**src/rcc_pkg.sv**
```systemverilog
// package for the receiver common configuration register bank
// assumes a classic wishbone slave with 32-bit data, one register per word
package rcc_pkg;

  // register indices (byte address is four times the index)
  localparam logic [3:0] IDX_BUFFER      = 4'h0;
  localparam logic [3:0] IDX_OPSTATE     = 4'h1;
  localparam logic [3:0] IDX_PROCKEY     = 4'h2;
  localparam logic [3:0] IDX_RATE_HI     = 4'h3;
  localparam logic [3:0] IDX_RATE_LO     = 4'h4;
  localparam logic [3:0] IDX_RSV5        = 4'h5;
  localparam logic [3:0] IDX_RSV6        = 4'h6;
  localparam logic [3:0] IDX_CARRIER_HI  = 4'h7;
  localparam logic [3:0] IDX_CARRIER_MID = 4'h8;
  localparam logic [3:0] IDX_CARRIER_LO  = 4'h9;
  localparam logic [3:0] IDX_OSC_TRIM    = 4'hA;
  localparam logic [3:0] IDX_LAST        = 4'hA;

  // field positions
  localparam int SEQ_DIS_BIT    = 7;
  localparam int LISTEN_EN_BIT  = 6;
  localparam int LISTEN_CAN_BIT = 5;
  localparam int STATE_LSB      = 2;
  localparam int PROC_LSB       = 5;
  localparam int KEY_LSB        = 3;
  localparam int TRIM_TRIG_BIT  = 7;
  localparam int TRIM_DONE_BIT  = 6;

  // reset values
  localparam logic [7:0] RST_RATE_HI     = 8'h1A;
  localparam logic [7:0] RST_RATE_LO     = 8'h0B;
  localparam logic [7:0] RST_RSV5        = 8'h00;
  localparam logic [7:0] RST_RSV6        = 8'h52;
  localparam logic [7:0] RST_CARRIER_HI  = 8'hE4;
  localparam logic [7:0] RST_CARRIER_MID = 8'hC0;
  localparam logic [7:0] RST_CARRIER_LO  = 8'h00;
  localparam logic [5:0] RST_TRIM_LOW    = 6'h01;

  // timing
  localparam int CLK_MHZ       = 200;
  localparam int TRIM_TIME_US  = 10;
  localparam int TRIM_CYCLES   = TRIM_TIME_US * CLK_MHZ;
  localparam int STATE_SETTLE  = 4;

  typedef enum logic [2:0] {
    ST_SLEEP   = 3'h0,
    ST_STANDBY = 3'h1,
    ST_SYNTH   = 3'h2,
    ST_RECEIVE = 3'h4
  } rcc_state_type;

  typedef enum logic [1:0] {
    PROC_PACKET   = 2'h0,
    PROC_RSV      = 2'h1,
    PROC_CONT_SYN = 2'h2,
    PROC_CONT_RAW = 2'h3
  } rcc_proc_type;

  typedef enum logic [1:0] {
    KEY_FSK  = 2'h0,
    KEY_OOK  = 2'h1,
    KEY_RSV2 = 2'h2,
    KEY_RSV3 = 2'h3
  } rcc_key_type;

  typedef struct packed {
    rcc_proc_type processing_select;
    rcc_key_type  keying_select;
    logic [15:0]  rate_divisor;
    logic [23:0]  carrier_word;
    logic         listen_active;
    logic         auto_sequencer_disable;
  } rcc_cfg_type;

endpackage

```
**src/rcc_regs.sv**
```systemverilog
// receiver common configuration register bank, wishbone classic slave
// assumes buffer bytes arrive with valid/ready; calibration engine is a counter
//
// Operation
// - sequencer steps toward selected state automatically
// - disabled sequencer takes written state at once
// - cancel with listen off aborts; reads zero
// - state codes sleep standby synth receive, reset standby
// - state field reads actual current state
// - processing select packet or continuous modes
// - keying select fsk or ook, reset fsk
// - divisor split high/low; chip rate with manchester
// - data rate is crystal over divisor
// - carrier word 24 bits, three bytes
// - trigger bit starts oscillator calibration, reads zero
// - reset reloads every register default
// - complete flag low while calibrating, reset one
//
// Chosen here: register access over Wishbone.
`timescale 1ns/1ps
module rcc_regs #(
  parameter int TRIM_CYCLES = rcc_pkg::TRIM_CYCLES,
  parameter int SETTLE      = rcc_pkg::STATE_SETTLE
) (
  input  wire logic              clk_i,
  input  wire logic              reset_i,
  input  wire logic              wb_cyc_i,
  input  wire logic              wb_stb_i,
  input  wire logic              wb_we_i,
  input  wire logic [5:0]        wb_adr_i,
  input  wire logic [3:0]        wb_sel_i,
  input  wire logic [31:0]       wb_dat_i,
  output logic      [31:0]       wb_dat_o,
  output logic                   wb_ack_o,
  output logic                   wb_err_o,
  input  wire logic [7:0]        rx_byte_i,
  input  wire logic              rx_valid_i,
  output logic                   rx_ready_o,
  input  wire logic              listen_done_i,
  output rcc_pkg::rcc_cfg_type   cfg_o,
  output rcc_pkg::rcc_state_type state_o,
  output logic                   trim_busy_o
);

  logic                   seq_dis_r;
  logic                   listen_r;
  rcc_pkg::rcc_state_type target_r;
  rcc_pkg::rcc_state_type state_r;
  rcc_pkg::rcc_state_type state_nxt;
  rcc_pkg::rcc_proc_type  proc_r;
  rcc_pkg::rcc_key_type   key_r;
  logic [15:0]            rate_r;
  logic [23:0]            carrier_r;
  logic [15:0]            trim_cnt_r;
  logic                   trim_busy_r;
  logic [7:0]             settle_r;
  logic                   ack_r;
  logic                   err_r;
  logic [31:0]            rdata_r;
  logic [7:0]             rdata_nxt;

  // bus decode
  wire        req      = wb_cyc_i && wb_stb_i && !ack_r && !err_r;
  wire [3:0]  idx      = wb_adr_i[5:2];
  wire        mapped   = (wb_adr_i[1:0] == 2'h0) && (idx <= rcc_pkg::IDX_LAST);
  wire        wr_ok    = req && mapped && wb_we_i && wb_sel_i[0];
  wire        rd_ok    = req && mapped && !wb_we_i;
  wire [7:0]  wd       = wb_dat_i[7:0];
  wire        wr_op    = wr_ok && (idx == rcc_pkg::IDX_OPSTATE);
  wire        wr_pk    = wr_ok && (idx == rcc_pkg::IDX_PROCKEY);
  wire        wr_osc   = wr_ok && (idx == rcc_pkg::IDX_OSC_TRIM);
  wire        pop      = rd_ok && (idx == rcc_pkg::IDX_BUFFER);
  wire        cancel   = wr_op && wd[rcc_pkg::LISTEN_CAN_BIT] && !wd[rcc_pkg::LISTEN_EN_BIT];
  wire        trim_go  = wr_osc && wd[rcc_pkg::TRIM_TRIG_BIT];
  wire [2:0]  wr_state = wd[rcc_pkg::STATE_LSB +: 3];
  wire        st_legal = (wr_state == 3'h0) || (wr_state == 3'h1) || (wr_state == 3'h2) || (wr_state == 3'h4);

  // byte pop handshake, one byte per read
  assign rx_ready_o = pop;

  // sequencer next state
  always_comb begin
    state_nxt = state_r;
    if (wr_op && wd[rcc_pkg::SEQ_DIS_BIT] && st_legal) begin
      state_nxt = rcc_pkg::rcc_state_type'(wr_state);
    end else if (!seq_dis_r && state_r != target_r && settle_r == 8'h00) begin
      case (state_r)
        rcc_pkg::ST_SLEEP:   state_nxt = rcc_pkg::ST_STANDBY;
        rcc_pkg::ST_STANDBY: state_nxt = (target_r == rcc_pkg::ST_SLEEP) ? rcc_pkg::ST_SLEEP : rcc_pkg::ST_SYNTH;
        rcc_pkg::ST_SYNTH:   state_nxt = (target_r == rcc_pkg::ST_RECEIVE) ? rcc_pkg::ST_RECEIVE
                                                                          : rcc_pkg::ST_STANDBY;
        rcc_pkg::ST_RECEIVE: state_nxt = rcc_pkg::ST_SYNTH;
        default:             state_nxt = rcc_pkg::ST_STANDBY;
      endcase
    end
  end

  // register read mux
  always_comb begin
    rdata_nxt = 8'h00;
    case (idx)
      rcc_pkg::IDX_BUFFER:      rdata_nxt = rx_valid_i ? rx_byte_i : 8'h00;
      rcc_pkg::IDX_OPSTATE:     rdata_nxt = {seq_dis_r, listen_r, 1'b0, state_r, 2'b00};
      rcc_pkg::IDX_PROCKEY:     rdata_nxt = {1'b0, proc_r, key_r, 3'b000};
      rcc_pkg::IDX_RATE_HI:     rdata_nxt = rate_r[15:8];
      rcc_pkg::IDX_RATE_LO:     rdata_nxt = rate_r[7:0];
      rcc_pkg::IDX_RSV5:        rdata_nxt = rcc_pkg::RST_RSV5;
      rcc_pkg::IDX_RSV6:        rdata_nxt = rcc_pkg::RST_RSV6;
      rcc_pkg::IDX_CARRIER_HI:  rdata_nxt = carrier_r[23:16];
      rcc_pkg::IDX_CARRIER_MID: rdata_nxt = carrier_r[15:8];
      rcc_pkg::IDX_CARRIER_LO:  rdata_nxt = carrier_r[7:0];
      rcc_pkg::IDX_OSC_TRIM:    rdata_nxt = {1'b0, !trim_busy_r, rcc_pkg::RST_TRIM_LOW};
      default:                  rdata_nxt = 8'h00;
    endcase
  end

  // bus answer
  always_ff @(posedge clk_i) begin
    if (reset_i) begin
      ack_r   <= 1'b0;
      err_r   <= 1'b0;
      rdata_r <= 32'h0000_0000;
    end else begin
      ack_r   <= req && mapped;
      err_r   <= req && !mapped;
      rdata_r <= rd_ok ? {24'h00_0000, rdata_nxt} : 32'h0000_0000;
    end
  end

  // operating state control
  always_ff @(posedge clk_i) begin
    if (reset_i) begin
      seq_dis_r <= 1'b0;
      listen_r  <= 1'b0;
      target_r  <= rcc_pkg::ST_STANDBY;
      state_r   <= rcc_pkg::ST_STANDBY;
      settle_r  <= 8'h00;
    end else begin
      state_r <= state_nxt;
      if (state_nxt != state_r) begin
        settle_r <= 8'(SETTLE);
      end else if (settle_r != 8'h00) begin
        settle_r <= settle_r - 8'h01;
      end
      if (wr_op) begin
        seq_dis_r <= wd[rcc_pkg::SEQ_DIS_BIT];
        listen_r  <= wd[rcc_pkg::LISTEN_EN_BIT];
        if (st_legal) begin
          target_r <= rcc_pkg::rcc_state_type'(wr_state);
        end
      end else if (listen_done_i) begin
        listen_r <= 1'b0;
      end
      if (cancel) begin
        target_r <= rcc_pkg::ST_STANDBY;
      end
    end
  end

  // data path configuration
  always_ff @(posedge clk_i) begin
    if (reset_i) begin
      proc_r    <= rcc_pkg::PROC_PACKET;
      key_r     <= rcc_pkg::KEY_FSK;
      rate_r    <= {rcc_pkg::RST_RATE_HI, rcc_pkg::RST_RATE_LO};
      carrier_r <= {rcc_pkg::RST_CARRIER_HI, rcc_pkg::RST_CARRIER_MID, rcc_pkg::RST_CARRIER_LO};
    end else begin
      if (wr_pk) begin
        proc_r <= rcc_pkg::rcc_proc_type'(wd[rcc_pkg::PROC_LSB +: 2]);
        key_r  <= rcc_pkg::rcc_key_type'(wd[rcc_pkg::KEY_LSB +: 2]);
      end
      if (wr_ok && idx == rcc_pkg::IDX_RATE_HI) begin
        rate_r[15:8] <= wd;
      end
      if (wr_ok && idx == rcc_pkg::IDX_RATE_LO) begin
        rate_r[7:0] <= wd;
      end
      if (wr_ok && idx == rcc_pkg::IDX_CARRIER_HI) begin
        carrier_r[23:16] <= wd;
      end
      if (wr_ok && idx == rcc_pkg::IDX_CARRIER_MID) begin
        carrier_r[15:8] <= wd;
      end
      if (wr_ok && idx == rcc_pkg::IDX_CARRIER_LO) begin
        carrier_r[7:0] <= wd;
      end
    end
  end

  // oscillator calibration timer
  always_ff @(posedge clk_i) begin
    if (reset_i) begin
      trim_busy_r <= 1'b0;
      trim_cnt_r  <= 16'h0000;
    end else if (trim_go) begin
      trim_busy_r <= 1'b1;
      trim_cnt_r  <= 16'(TRIM_CYCLES - 1);
    end else if (trim_busy_r) begin
      if (trim_cnt_r == 16'h0000) begin
        trim_busy_r <= 1'b0;
      end else begin
        trim_cnt_r <= trim_cnt_r - 16'h0001;
      end
    end
  end

  assign wb_ack_o    = ack_r;
  assign wb_err_o    = err_r;
  assign wb_dat_o    = rdata_r;
  assign state_o     = state_r;
  assign trim_busy_o = trim_busy_r;
  // divisor feeds rate generator: rate = crystal_frequency / rate_divisor
  assign cfg_o       = '{processing_select:      proc_r,
                         keying_select:          key_r,
                         rate_divisor:           rate_r,
                         carrier_word:           carrier_r,
                         listen_active:          listen_r,
                         auto_sequencer_disable: seq_dis_r};

endmodule // rcc_regs

```
**config.mk**
```make
export PLATFORM = sky130hd
export DESIGN_NAME = rcc_regs
export DESIGN_NICKNAME = d
export VERILOG_FILES = /design/src/rcc_pkg.sv /design/src/rcc_regs.sv
export SDC_FILE = /design/constraint.sdc
export NUM_CORES = 1
export LEC_CHECK = 0
export CORE_ASPECT_RATIO = 1.75
export CORE_MARGIN = 3
export CORE_UTILIZATION = 40
export DETAILED_ROUTE_END_ITERATION = 16
export DONT_BUFFER_PORTS = 1
export GPL_TIMING_DRIVEN = 0
export SKIP_CTS_REPAIR_TIMING = 1
export SYNTH_ARGS = -nofsm -noshare
export SYNTH_HDL_FRONTEND = slang
export SYNTH_SLANG_ARGS = --single-unit
```
**constraint.sdc**
```tcl
create_clock -name clk_i -period 5.54 [get_ports clk_i]
set_input_delay 1.108 -clock clk_i [delete_from_list [all_inputs] [get_ports clk_i]]
set_output_delay 1.108 -clock clk_i [all_outputs]
set_load 0.01 [all_outputs]
```
# == Word-level counts from Yosys, hierarchy flattened ==
# Cells that the tools add are included.
# op_classes
addsub,2
order_cmp,1
eq_ne,19
n_mux,17
bitwise_logic,2
n_reduce_logical,52
# ops
op,count
$pmux 8 s10,1
$mux 11,3
$logic_and 1x1->1,25
$logic_not 16->1,1
$sub 16x1->16 const B,1
$mux 3,5
$eq 4x3->1 const B,3
$eq 4x4->1 const B,3
$eq 3x3->1 const B,3
$pmux 3 s3,1
$eq 4x2->1 const B,2
$logic_not 8->1,1
$mux 8,1
$reduce_bool 8->1,1
$reduce_or 2->1,4
$sub 8x1->8 const B,1
$logic_not 1->1,7
$eq 3x1->1 const B,2
$eq 3x2->1 const B,2
$logic_not 3->1,2
$ne 3x3->1,2
$reduce_and 2->1,3
$reduce_bool 2->1,3
$mux 1,5
other kinds (8),11
# word_totals
regBits,111
input_bits,57

# == Logic depth before layout (Yosys ltp) ==
# Gate-level depths: netlist of run 1.
# logic_depth
depth_word,12
mapped_depth,8

# == Worst setup path after synthesis of run 1 ==
# OpenSTA, ideal clock, no wires.
# synth_path
kind,input to output
from,input port wb_adr_i[4]
to,output port rx_ready_o
t_arrival_ps,1881
path_slack_ps,2551
stages,5
path_cell_list,buf_2 -> a21oi_1 -> o211ai_1 -> nor2_1 -> and3_1
# synth_via
elab_chain_cells,5
# synth_lines
element,line_no,text
start: declaration,rcc_regs.sv:30,"input wire logic [5:0] wb_adr_i,"
$le 4x4->1,rcc_regs.sv:65,wire mapped = (wb_adr_i[1:0] == 2'h0) && (idx <= rcc_pkg::IDX_LAST);
$logic_and 1x1->1,rcc_regs.sv:65,
$logic_and 1x1->1 (2 in series),rcc_regs.sv:67,wire rd_ok = req && mapped && !wb_we_i;
$logic_and 1x1->1 *,rcc_regs.sv:72,wire pop = rd_ok && (idx == rcc_pkg::IDX_BUFFER);
end: declaration,rcc_regs.sv:38,"output logic rx_ready_o,"
# Mark *: on every way between the ends. The rest lies on a longest branch, timed or not.

# == Worst setup path after layout of run 1 ==
# Ends and elaborated chain as after synthesis.

==> results of run 1 <==
## cell type report
class	count	area share
multi-input combinational	393	0.4867
sequential	87	0.3458
buffer	61	0.06733
clock buffer	11	0.04820
tap	130	0.03230
clock inverter	5	0.01143
inverter	11	0.008199
## how the worst max path moves through the flow
| stage | startpoint | endpoint | slack (ns) |
|---|---|---|---|
| 3_5_place_dp | wb_adr_i[4] | rx_ready_o | 2.33 |
| 2_1_floorplan | wb_adr_i[4] | rx_ready_o | 2.55 |
| 5_1_grt | wb_adr_i[4] | rx_ready_o | 2.23 |
| 6_report | wb_adr_i[4] | rx_ready_o | 2.30 |
| 3_3_place_gp | wb_adr_i[4] | rx_ready_o | 2.35 |
| 4_1_cts | wb_adr_i[4] | rx_ready_o | 2.32 |
## per-layer routing
layer | part of all wire | vias up | track usage | wire [um]
met5 | 0 | - | 0 | 0
met4 | 0.041 | 0 | 0.1189 | 587
met3 | 0.090 | 45 | 0.06945 | 1286
met2 | 0.52 | 184 | 0.3937 | 7402
met1 | 0.35 | 1942 | 0.2428 | 5052
li1 | - | 1922 | - | -
## power by group
part           leakage, nW  switching, mW  internal, mW  total (mW)
sequential           0.703         0.0235         0.650       0.673
clock                0.138          0.252         0.361       0.613
combinational         1.28          0.143        0.0957       0.238
total                 2.12          0.419          1.11        1.53
## flip-flops by register name (all words and copies together) (netlist names), 2 cells and up
register and count:
target_r 3, rate_r 16, proc_r 2, wb_dat_o 8, key_r 2, settle_r 8
carrier_r 24, trim_cnt_r 16, state_o 3
## synth_stat cells (11+ instances only)
| cell | instances | share of area |
|---|---|---|
| a21oi_1 | 36 | 0.040 |
| nand3_1 | 15 | 0.017 |
| nor2_1 | 67 | 0.056 |
| nor3_1 | 21 | 0.023 |
| o21ai_0 | 21 | 0.023 |
| clkbuf_1 | 23 | 0.019 |
| dfxtp_1 | 87 | 0.39 |
| xor2_1 | 11 | 0.021 |
| nand2_1 | 29 | 0.024 |
| mux2i_1 | 35 | 0.078 |
| buf_4 | 26 | 0.044 |
## kinds of logic (layout without fill, tap and decap cells)
group	after synthesis	in the layout	synth area share
AO/OA/AOI/OAI	115	115	0.1693
XOR/XNOR	15	15	0.02928
other	1	24	0.0008358
flip-flops	87	87	0.3882
adder cells (fa/ha/maj)	2	2	0.005576
multiplexers	40	40	0.09314
AND/OR/NAND/NOR	197	197	0.2289
buffers and inverters	72	88	0.08478
## worst min-delay path, delay by kind of cell (launching register included)
kind | cells | cell delay, ns
AOI/OAI and AO/OA | 2 | 0.11
DFF | 1 | 0.32
## per-stage QoR
step | hold WS, ns | util | power (mW) | instance area [um2] | worst slack [ns]
floorplan | 0.4532 | - | 0.8698 | 4573 | 2.551
global route | 0.5174 | 0.4653 | 1.589 | 5036 | 2.229
CTS | 0.4868 | 0.4653 | 1.531 | 5036 | 2.322
finish | 0.4838 | 0.4653 | 1.525 | 5036 | 2.296
global placement | 0.4636 | 0.4376 | 0.9118 | 4736 | 2.350
detailed placement | 0.4762 | 0.4376 | 0.9214 | 4736 | 2.326
==> flow_summary.ini, run 1 <==
[cts]
cts-root-buf = clkbuf_16
worstSkewPairLatency_ns = 0.34
clk_transition_reported_paths_ns = 0.06
tritoncts = done
cts_sinks = 87
cts.htree.levels = 3
cts_buffer_depth = 2
cts_inserted_buffers = 9

[finish]
drive_gt1_frac = 0.1232
layoutNonFillerInstCount = 698
multi_input_area_um2 = 2451
antennaDiodeCount = 0
final_common_cell = dfxtp_1
final-seq-area_um2 = 1742
syn2layout_area_growth_pct = 12.24
nFillCells = 1091
final_cell_mix = dfxtp_1, nor2_1, a21oi_1, mux2i_1, nand2_1
nNetsFinal = 622

[route]
wl_per_cell_um = 20.53
ant_nets = 0
via_per_inst = 5.864
dr.first_iter.drc_count = 346
drc_errors = 0
first_pass_iters = 5
routed_wl_mm = 14.33
num_vias = 4093

[timing]
finalSetupTns_ns = 0
worstMarginPinSlew_ns = 0.6230
finalCritPeriodShare = 0.5856
slew_headroom = 0.5847
finalSetupViolations = 0
fmax_ghz = 0.3083
final_hold_viol_count = 0
drv_slew = 0
rsz0062_at_grt = false
period_needed_ns = 3.244
fin_skew_ns = 0.004264

[grt]
grt_max_degree = 15
grt_pass1_wl_mm = 22.11
grt_antenna_before_repair = 0
grt.total_usage = 0.2277
grt-ovfl-total = 0
grt_pass1_vias = 4022

[die]
start_util = 0.4146
rows = 50
dieArea_um2 = 12570
core_um2 = 10820
die_h_um = 146.1
die_w_um = 86.06
io_pins = 142

[synth]
ys_seq_area_frac = 0.3882
yosys_warnings = 0
synthArstFlopShare = 0
netlist_area_um2 = 4487
synth.distinct_cells = 62
ys_ff_latch = 87
synth-edff-count = 0
syn_avg_cell_area_um2 = 8.482
synthFlopType = dfxtp_1
syn_inst = 529

[setup_path]
slowest_stage = and3_1
cpPeakStageDelay_ns = 0.26
r2r_slack_ns = 3.20
worst_setup_path_start_kind = primary input
worstPathArrival_ns = 2.14
worstPathRequired_ns = 4.43
path_delay_family = simple AND/OR/NAND/NOR gates
worst-r2r-cell-count = 8
path_cells = buf_2 -> a21oi_1 -> o211ai_1 -> nor2_1 -> and3_1
cp_max_fo = 10
end_kind = output port
cp.buffers_inverters = 1
reg2reg_from = settle_r[0]
worstSetupPathType = in2out
crit_cells = 5
rr_endpoint = settle_r[2]

[place]
place_inst = 682
hpwl_mm = 10.81
port_buffers = 0
gp_congestion = 0.9660

[power_and_ir_drop]
power.static_leakage_nw = 2.123
power.density_nw_per_um2 = 302.8
ir_drop_mv = 0.1730

[outcome]
status = complete, no violations

[min_path]
hold_depth = 2
holdCritPathClass = reg2reg
worstHoldStart = trim_cnt_r[13]
hold_end = trim_cnt_r[13]

[flow_run]
drv_cap = 0
No activity file was read; power rests on OpenSTA's default activity.
==> run 2, diff against run 1 <==
Settings changed: ABC_AREA set to 1.
Clock period 5.54 ns to 2.8 ns, I/O delays scaled along.
==> run 2 against run 1 <==
  * Count of clock-buffer cells in the layout is 2 lower
  * Area after synthesis is 2.9% lower
  * Die area is 2.7% lower
  * Critical endpoint unchanged
  * Critical path depth stayed put
  * Core utilization hardly changed
  * Final cell count is 11% higher
  * Non-clock buffer count is 21 lower
  * Clock power is 88% higher
  * Sequential share of layout area is 1.1 points higher
  * Clock skew is 0.0027 ns higher
==> flow_summary.ini, run 2 <==
[place]
hpwl_mm = 10.55
port_buffers = 0
place_inst = 757
gp_congestion = 0.9270
placed_area_um2 = 4603

[setup_path]
worst_setup_path_start_kind = flip-flop
worstSetupPathType = reg2out
worstPathRequired_ns = 2.24
cp_max_fo = 3
worst-r2r-cell-count = 12
r2r_slack_ns = 0.70
end_kind = output port
rr_endpoint = trim_cnt_r[9]
worstPathArrival_ns = 1.60
reg2reg_from = trim_cnt_r[0]

[synth]
synth-simple-area-share = 0.2667
synth_fa_ha_area_frac = 0.005742
synthArstFlopShare = 0
synth_top_family_by_area = simple AND/OR/NAND/NOR gates
yosys_warnings = 0
ys_ff_latch = 87
synthFlopType = dfxtp_1
synth_top_area_cell = dfxtp_1
synthMuxAreaShare = 0
synth.distinct_cells = 46
synth_common_cells = nand2_1, dfxtp_1, nor2_1
syn_avg_cell_area_um2 = 7.179
synth_top_area_frac = 0.3997
synth_xor_area_frac = 0.01407
ys_seq_area_frac = 0.3997
syn_inst = 607
synth_compound_area_frac = 0.1881
synth-edff-count = 0
ys_top_cells_by_area = dfxtp_1, nand2_1, nor2_1, inv_1, o21ai_0
netlist_area_um2 = 4358
yosysMostFrequentCell = nand2_1

[min_path]
hold_depth = 2
worstHoldStart = wb_dat_i[1]
holdCritPathClass = in2reg
hold_end = rate_r[1]

[route]
via_per_inst = 5.400
num_vias = 4174
ant_nets = 0
routed_wl_mm = 13.51
wl_per_cell_um = 17.48
first_pass_iters = 5
dr.first_iter.drc_count = 348
drc_errors = 0

[finish]
layoutNonFillerInstCount = 773
nNetsFinal = 700
final_area_um2 = 4883
final_core_util = 0.4658
top_register = carrier_r
final_cell_mix = nand2_1, dfxtp_1, nor2_1, inv_1, o21ai_0
largest_register_ffs = 24
syn2layout_area_growth_pct = 12.06
final_common_cell = nand2_1
drive_gt1_frac = 0.1115
antennaDiodeCount = 0
largest_registers = carrier_r: 24 flops, rate_r: 16 flops, trim_cnt_r: 16 flops

[cts]
cts_sinks = 87
cts_inserted_buffers = 9
cts-root-buf = clkbuf_16
cts.htree.levels = 3
worstSkewPairLatency_ns = 0.35
clk_transition_reported_paths_ns = 0.06
tritoncts = done
cts_buffer_depth = 2

[grt]
grt.total_usage = 0.2228
grt-ovfl-total = 0
grt_antenna_before_repair = 0
grt_max_degree = 17
grt_pass1_vias = 4135
grt_pass1_wl_mm = 21.29

[timing]
period_needed_ns = 2.158
slew_headroom = 0.5692
finalSetupTns_ns = 0
final_hold_viol_count = 0
rsz0062_at_grt = false
drv_slew = 0
fin_skew_ns = 0.006991
worstMarginPinSlew_ns = 0.6403
worst_hold_slack_ns = 0.3319
fmax_ghz = 0.4634
finalSetupViolations = 0
finalCritPeriodShare = 0.7706

[power_and_ir_drop]
ir_drop_mv = 0.3261
power.density_nw_per_um2 = 602.3
power.static_leakage_nw = 2.262

[die]
core_um2 = 10480
die_w_um = 84.90
die_h_um = 144.1
start_util = 0.4157
rows = 49
io_pins = 142
dieArea_um2 = 12230

[flow_run]
drv_cap = 0

[outcome]
status = complete, no violations
## run 2: cell types whose count changed after synthesis, moves of 14 or more
cell and change:
nand2_1 +78, inv_1 +62, mux2i_1 -35, o21ai_0 +30, nand3_1 +19, clkbuf_1 -15
nor3_1 -14
## run 2: cell families (layout without fill, tap and decap cells)
kind of cell | after synthesis | count (layout)
AND/OR/NAND/NOR | 255 | 255
AO/OA/AOI/OAI | 140 | 140
buffers and inverters | 115 | 131
flip-flops | 87 | 87
XOR/XNOR | 7 | 7
adder cells (fa/ha/maj) | 2 | 2
other | 1 | 24
## run 2: layout make-up
| type | count | area, um2 |
|---|---|---|
| clock buffers | 9 | 225.2 |
| plain buffers | 40 | 262.8 |
| flip-flops and latches | 87 | 1742 |
| clock inverters | 7 | 55.05 |
| multi-input cells | 428 | 2158 |
| inverters | 75 | 281.5 |
| well taps | 127 | 158.9 |
| fillers | 1051 | 5600 |
## run 2: where the power goes
| part | internal, mW | switching (mW) |
|---|---|---|
| clock | 0.611 | 0.539 |
| combinational | 0.168 | 0.301 |
| sequential | 1.29 | 0.0358 |
## run 2: worst max path at each step
stage	start	to	slack (ns)	cells after the start
global route	trim_cnt_r[0]	trim_cnt_r[9]	0.35	12
CTS	wb_ack_o	rx_ready_o	0.65	5
floorplan	wb_adr_i[1]	settle_r[2]	0.98	11
finish	wb_err_o	rx_ready_o	0.64	5
detailed placement	wb_adr_i[2]	rate_r[5]	0.54	8
global placement	wb_adr_i[2]	rate_r[5]	0.55	8
## run 2: routing by layer
metal  up-vias  share of wire  global-route usage  wire length, um
li1       2036              -                   -                -
met1      1920           0.35              0.2207             4726
met2       183           0.54              0.4246             7312
met3        35          0.072             0.05302              973
met4         0          0.037              0.1134              499
met5         -              0                   0                0
## run 2: critical path, stage by stage, from the launching register on
cell     delay, ns
dfxtp_1       0.34
inv_1         0.06
nand2_1       0.05
nor2_2        0.17
nand3_2       0.13
nor4_1        0.51
## run 2: metrics by stage
step	total power, mW	setup WS, ns
finish	2.941	0.6422
global route	3.071	0.3528
CTS	2.949	0.6454
detailed placement	1.816	0.5376
global placement	1.796	0.5459
floorplan	1.726	0.9783
==> run 3, diff against run 2 <==
Clock period 2.8 ns to 1.85 ns, I/O delays scaled along.
==> run 3 against run 2 <==
  * The flow now finishes with violations (negative setup slack)
  * Final cell count grew 1.7%
  * Clock skew grew 0.00065 ns
  * Register-to-register slack lost 0.71 ns
  * Core utilization grew 2.7 points
  * Clock power grew 51%
  * Worst hold slack lost 0.19 ns
  * Setup slack lost 0.76 ns
  * Sequential share of layout area shrank 1.8 points
  * Final area grew 5.9%
  * Sequential cell count is the same
  * Critical endpoint unchanged
  * Largest cell class unchanged
==> flow_summary.ini, run 3 (synthesized netlist as in run 2, its figures left out) <==
[die]
die_w_um = 84.90
core_um2 = 10480
io_pins = 142
dieArea_um2 = 12230
die_h_um = 144.1
rows = 49
start_util = 0.4157

[finish]
multi_input_area_um2 = 2311
final_cell_mix = nand2_1, dfxtp_1, nor2_1, inv_1, o21ai_0
syn2layout_area_growth_pct = 18.63
final_common_cell = nand2_1
antennaDiodeCount = 0
drive_gt1_frac = 0.1912
largest_register_ffs = 24
top_register = carrier_r
largest_registers = carrier_r: 24 flops, rate_r: 16 flops, trim_cnt_r: 16 flops
nFillCells = 1017
final-seq-area_um2 = 1749
nNetsFinal = 713

[setup_path]
worstPathArrival_ns = 1.60
cpPeakStageDelay_ns = 0.50
path_delay_family = simple AND/OR/NAND/NOR gates
worstPathRequired_ns = 1.48
r2r_slack_ns = -0.01
cp.buffers_inverters = 1
worst_setup_path_start_kind = flip-flop
slowest_stage = nor4_1
cp_max_fo = 3
worstSetupPathType = reg2out
end_kind = output port
worst-r2r-cell-count = 12
rr_endpoint = settle_r[6]
reg2reg_from = wb_ack_o
path_cells = inv_1 -> nand2_2 -> nor2_4 -> nand3_4 -> nor4_1

[timing]
fin_skew_ns = 0.007641
drv_slew = 0
finalSetupTns_ns = -0.1290
fmax_ghz = 0.5087
finalWorstSetupSlack_ns = -0.1159
period_needed_ns = 1.966
final_hold_viol_count = 0
rsz0062_at_grt = true
worstMarginPinSlew_ns = 0.6276
finalCritPeriodShare = 1.063
finalSetupViolations = 3
slew_headroom = 0.5778

[min_path]
hold_depth = 2
holdCritPathClass = in2reg
worstHoldStart = wb_dat_i[1]
hold_end = rate_r[1]

[grt]
grt-ovfl-total = 0
grt_pass1_wl_mm = 21.29
grt_antenna_before_repair = 0
grt.total_usage = 0.2228
grt_max_degree = 17
grt_pass1_vias = 4135

[outcome]
violations = negative setup slack
status = finished with violations

[route]
via_per_inst = 5.500
drc_errors = 0
routed_wl_mm = 14.06
wl_per_cell_um = 17.89
dr.first_iter.drc_count = 452
num_vias = 4323
ant_nets = 0
first_pass_iters = 5

[place]
port_buffers = 0
hpwl_mm = 10.55
gp_congestion = 0.9270
place_ws_ns = -0.2224

[power_and_ir_drop]
power.density_nw_per_um2 = 876.7
power_mw = 4.532
power.static_leakage_nw = 2.383
ir_drop_mv = 0.4951

[cts]
cts-root-buf = clkbuf_16
tritoncts = done
cts_sinks = 87
cts_inserted_buffers = 9
cts.htree.levels = 3
clk_transition_reported_paths_ns = 0.06
cts_buffer_depth = 2
worstSkewPairLatency_ns = 0.35

[flow_run]
drv_cap = 0
[run 3: cell types whose count changed in the layout (fill, tap and decap cells not counted), sizes merged]
cell	delta
buf	+13
[run 3: final cells by class]
class	count	area share
tap	127	0.03074
clock buffer	9	0.04356
timing repair buffer	13	0.01960
clock inverter	7	0.01065
multi-input combinational	428	0.4470
sequential	87	0.3383
buffer	40	0.05518
inverter	75	0.05494
[run 3: per-stage QoR]
stage          hold slack (ns)  std cells  utilization  area (um2)
2_1_floorplan           0.4538        630            -        4444
3_3_place_gp            0.4705        757       0.4391        4603
3_5_place_dp            0.4721        757       0.4391        4603
4_1_cts                 0.1385        773       0.4658        4883
5_1_grt                 0.1429        786       0.4931        5170
6_report                0.1375        786       0.4931        5170
[run 3: how the worst max path moves through the flow]
stage / end / start / cells after the start
2_1_floorplan: trim_cnt_r[14] / trim_cnt_r[0] / 12
3_3_place_gp: rate_r[5] / wb_adr_i[2] / 8
3_5_place_dp: rate_r[5] / wb_adr_i[2] / 8
4_1_cts: trim_cnt_r[9] / trim_cnt_r[0] / 12
5_1_grt: rx_ready_o / wb_err_o / 5
6_report: rx_ready_o / wb_ack_o / 5
[run 3: power breakdown]
group | switching, mW | internal [mW]
clock network | 0.820 | 0.925
logic | 0.495 | 0.290
registers | 0.0555 | 1.95
total | 1.37 | 3.16
[run 3: per-layer routing]
layer,part of all wire,up-vias,routed length (um),GRT usage
met4,0.037,0,516,0.1134
met1,0.34,2007,4788,0.2207
met2,0.55,200,7798,0.4246
met3,0.068,45,954,0.05302
met5,0,-,0,0
li1,-,2071,-,-
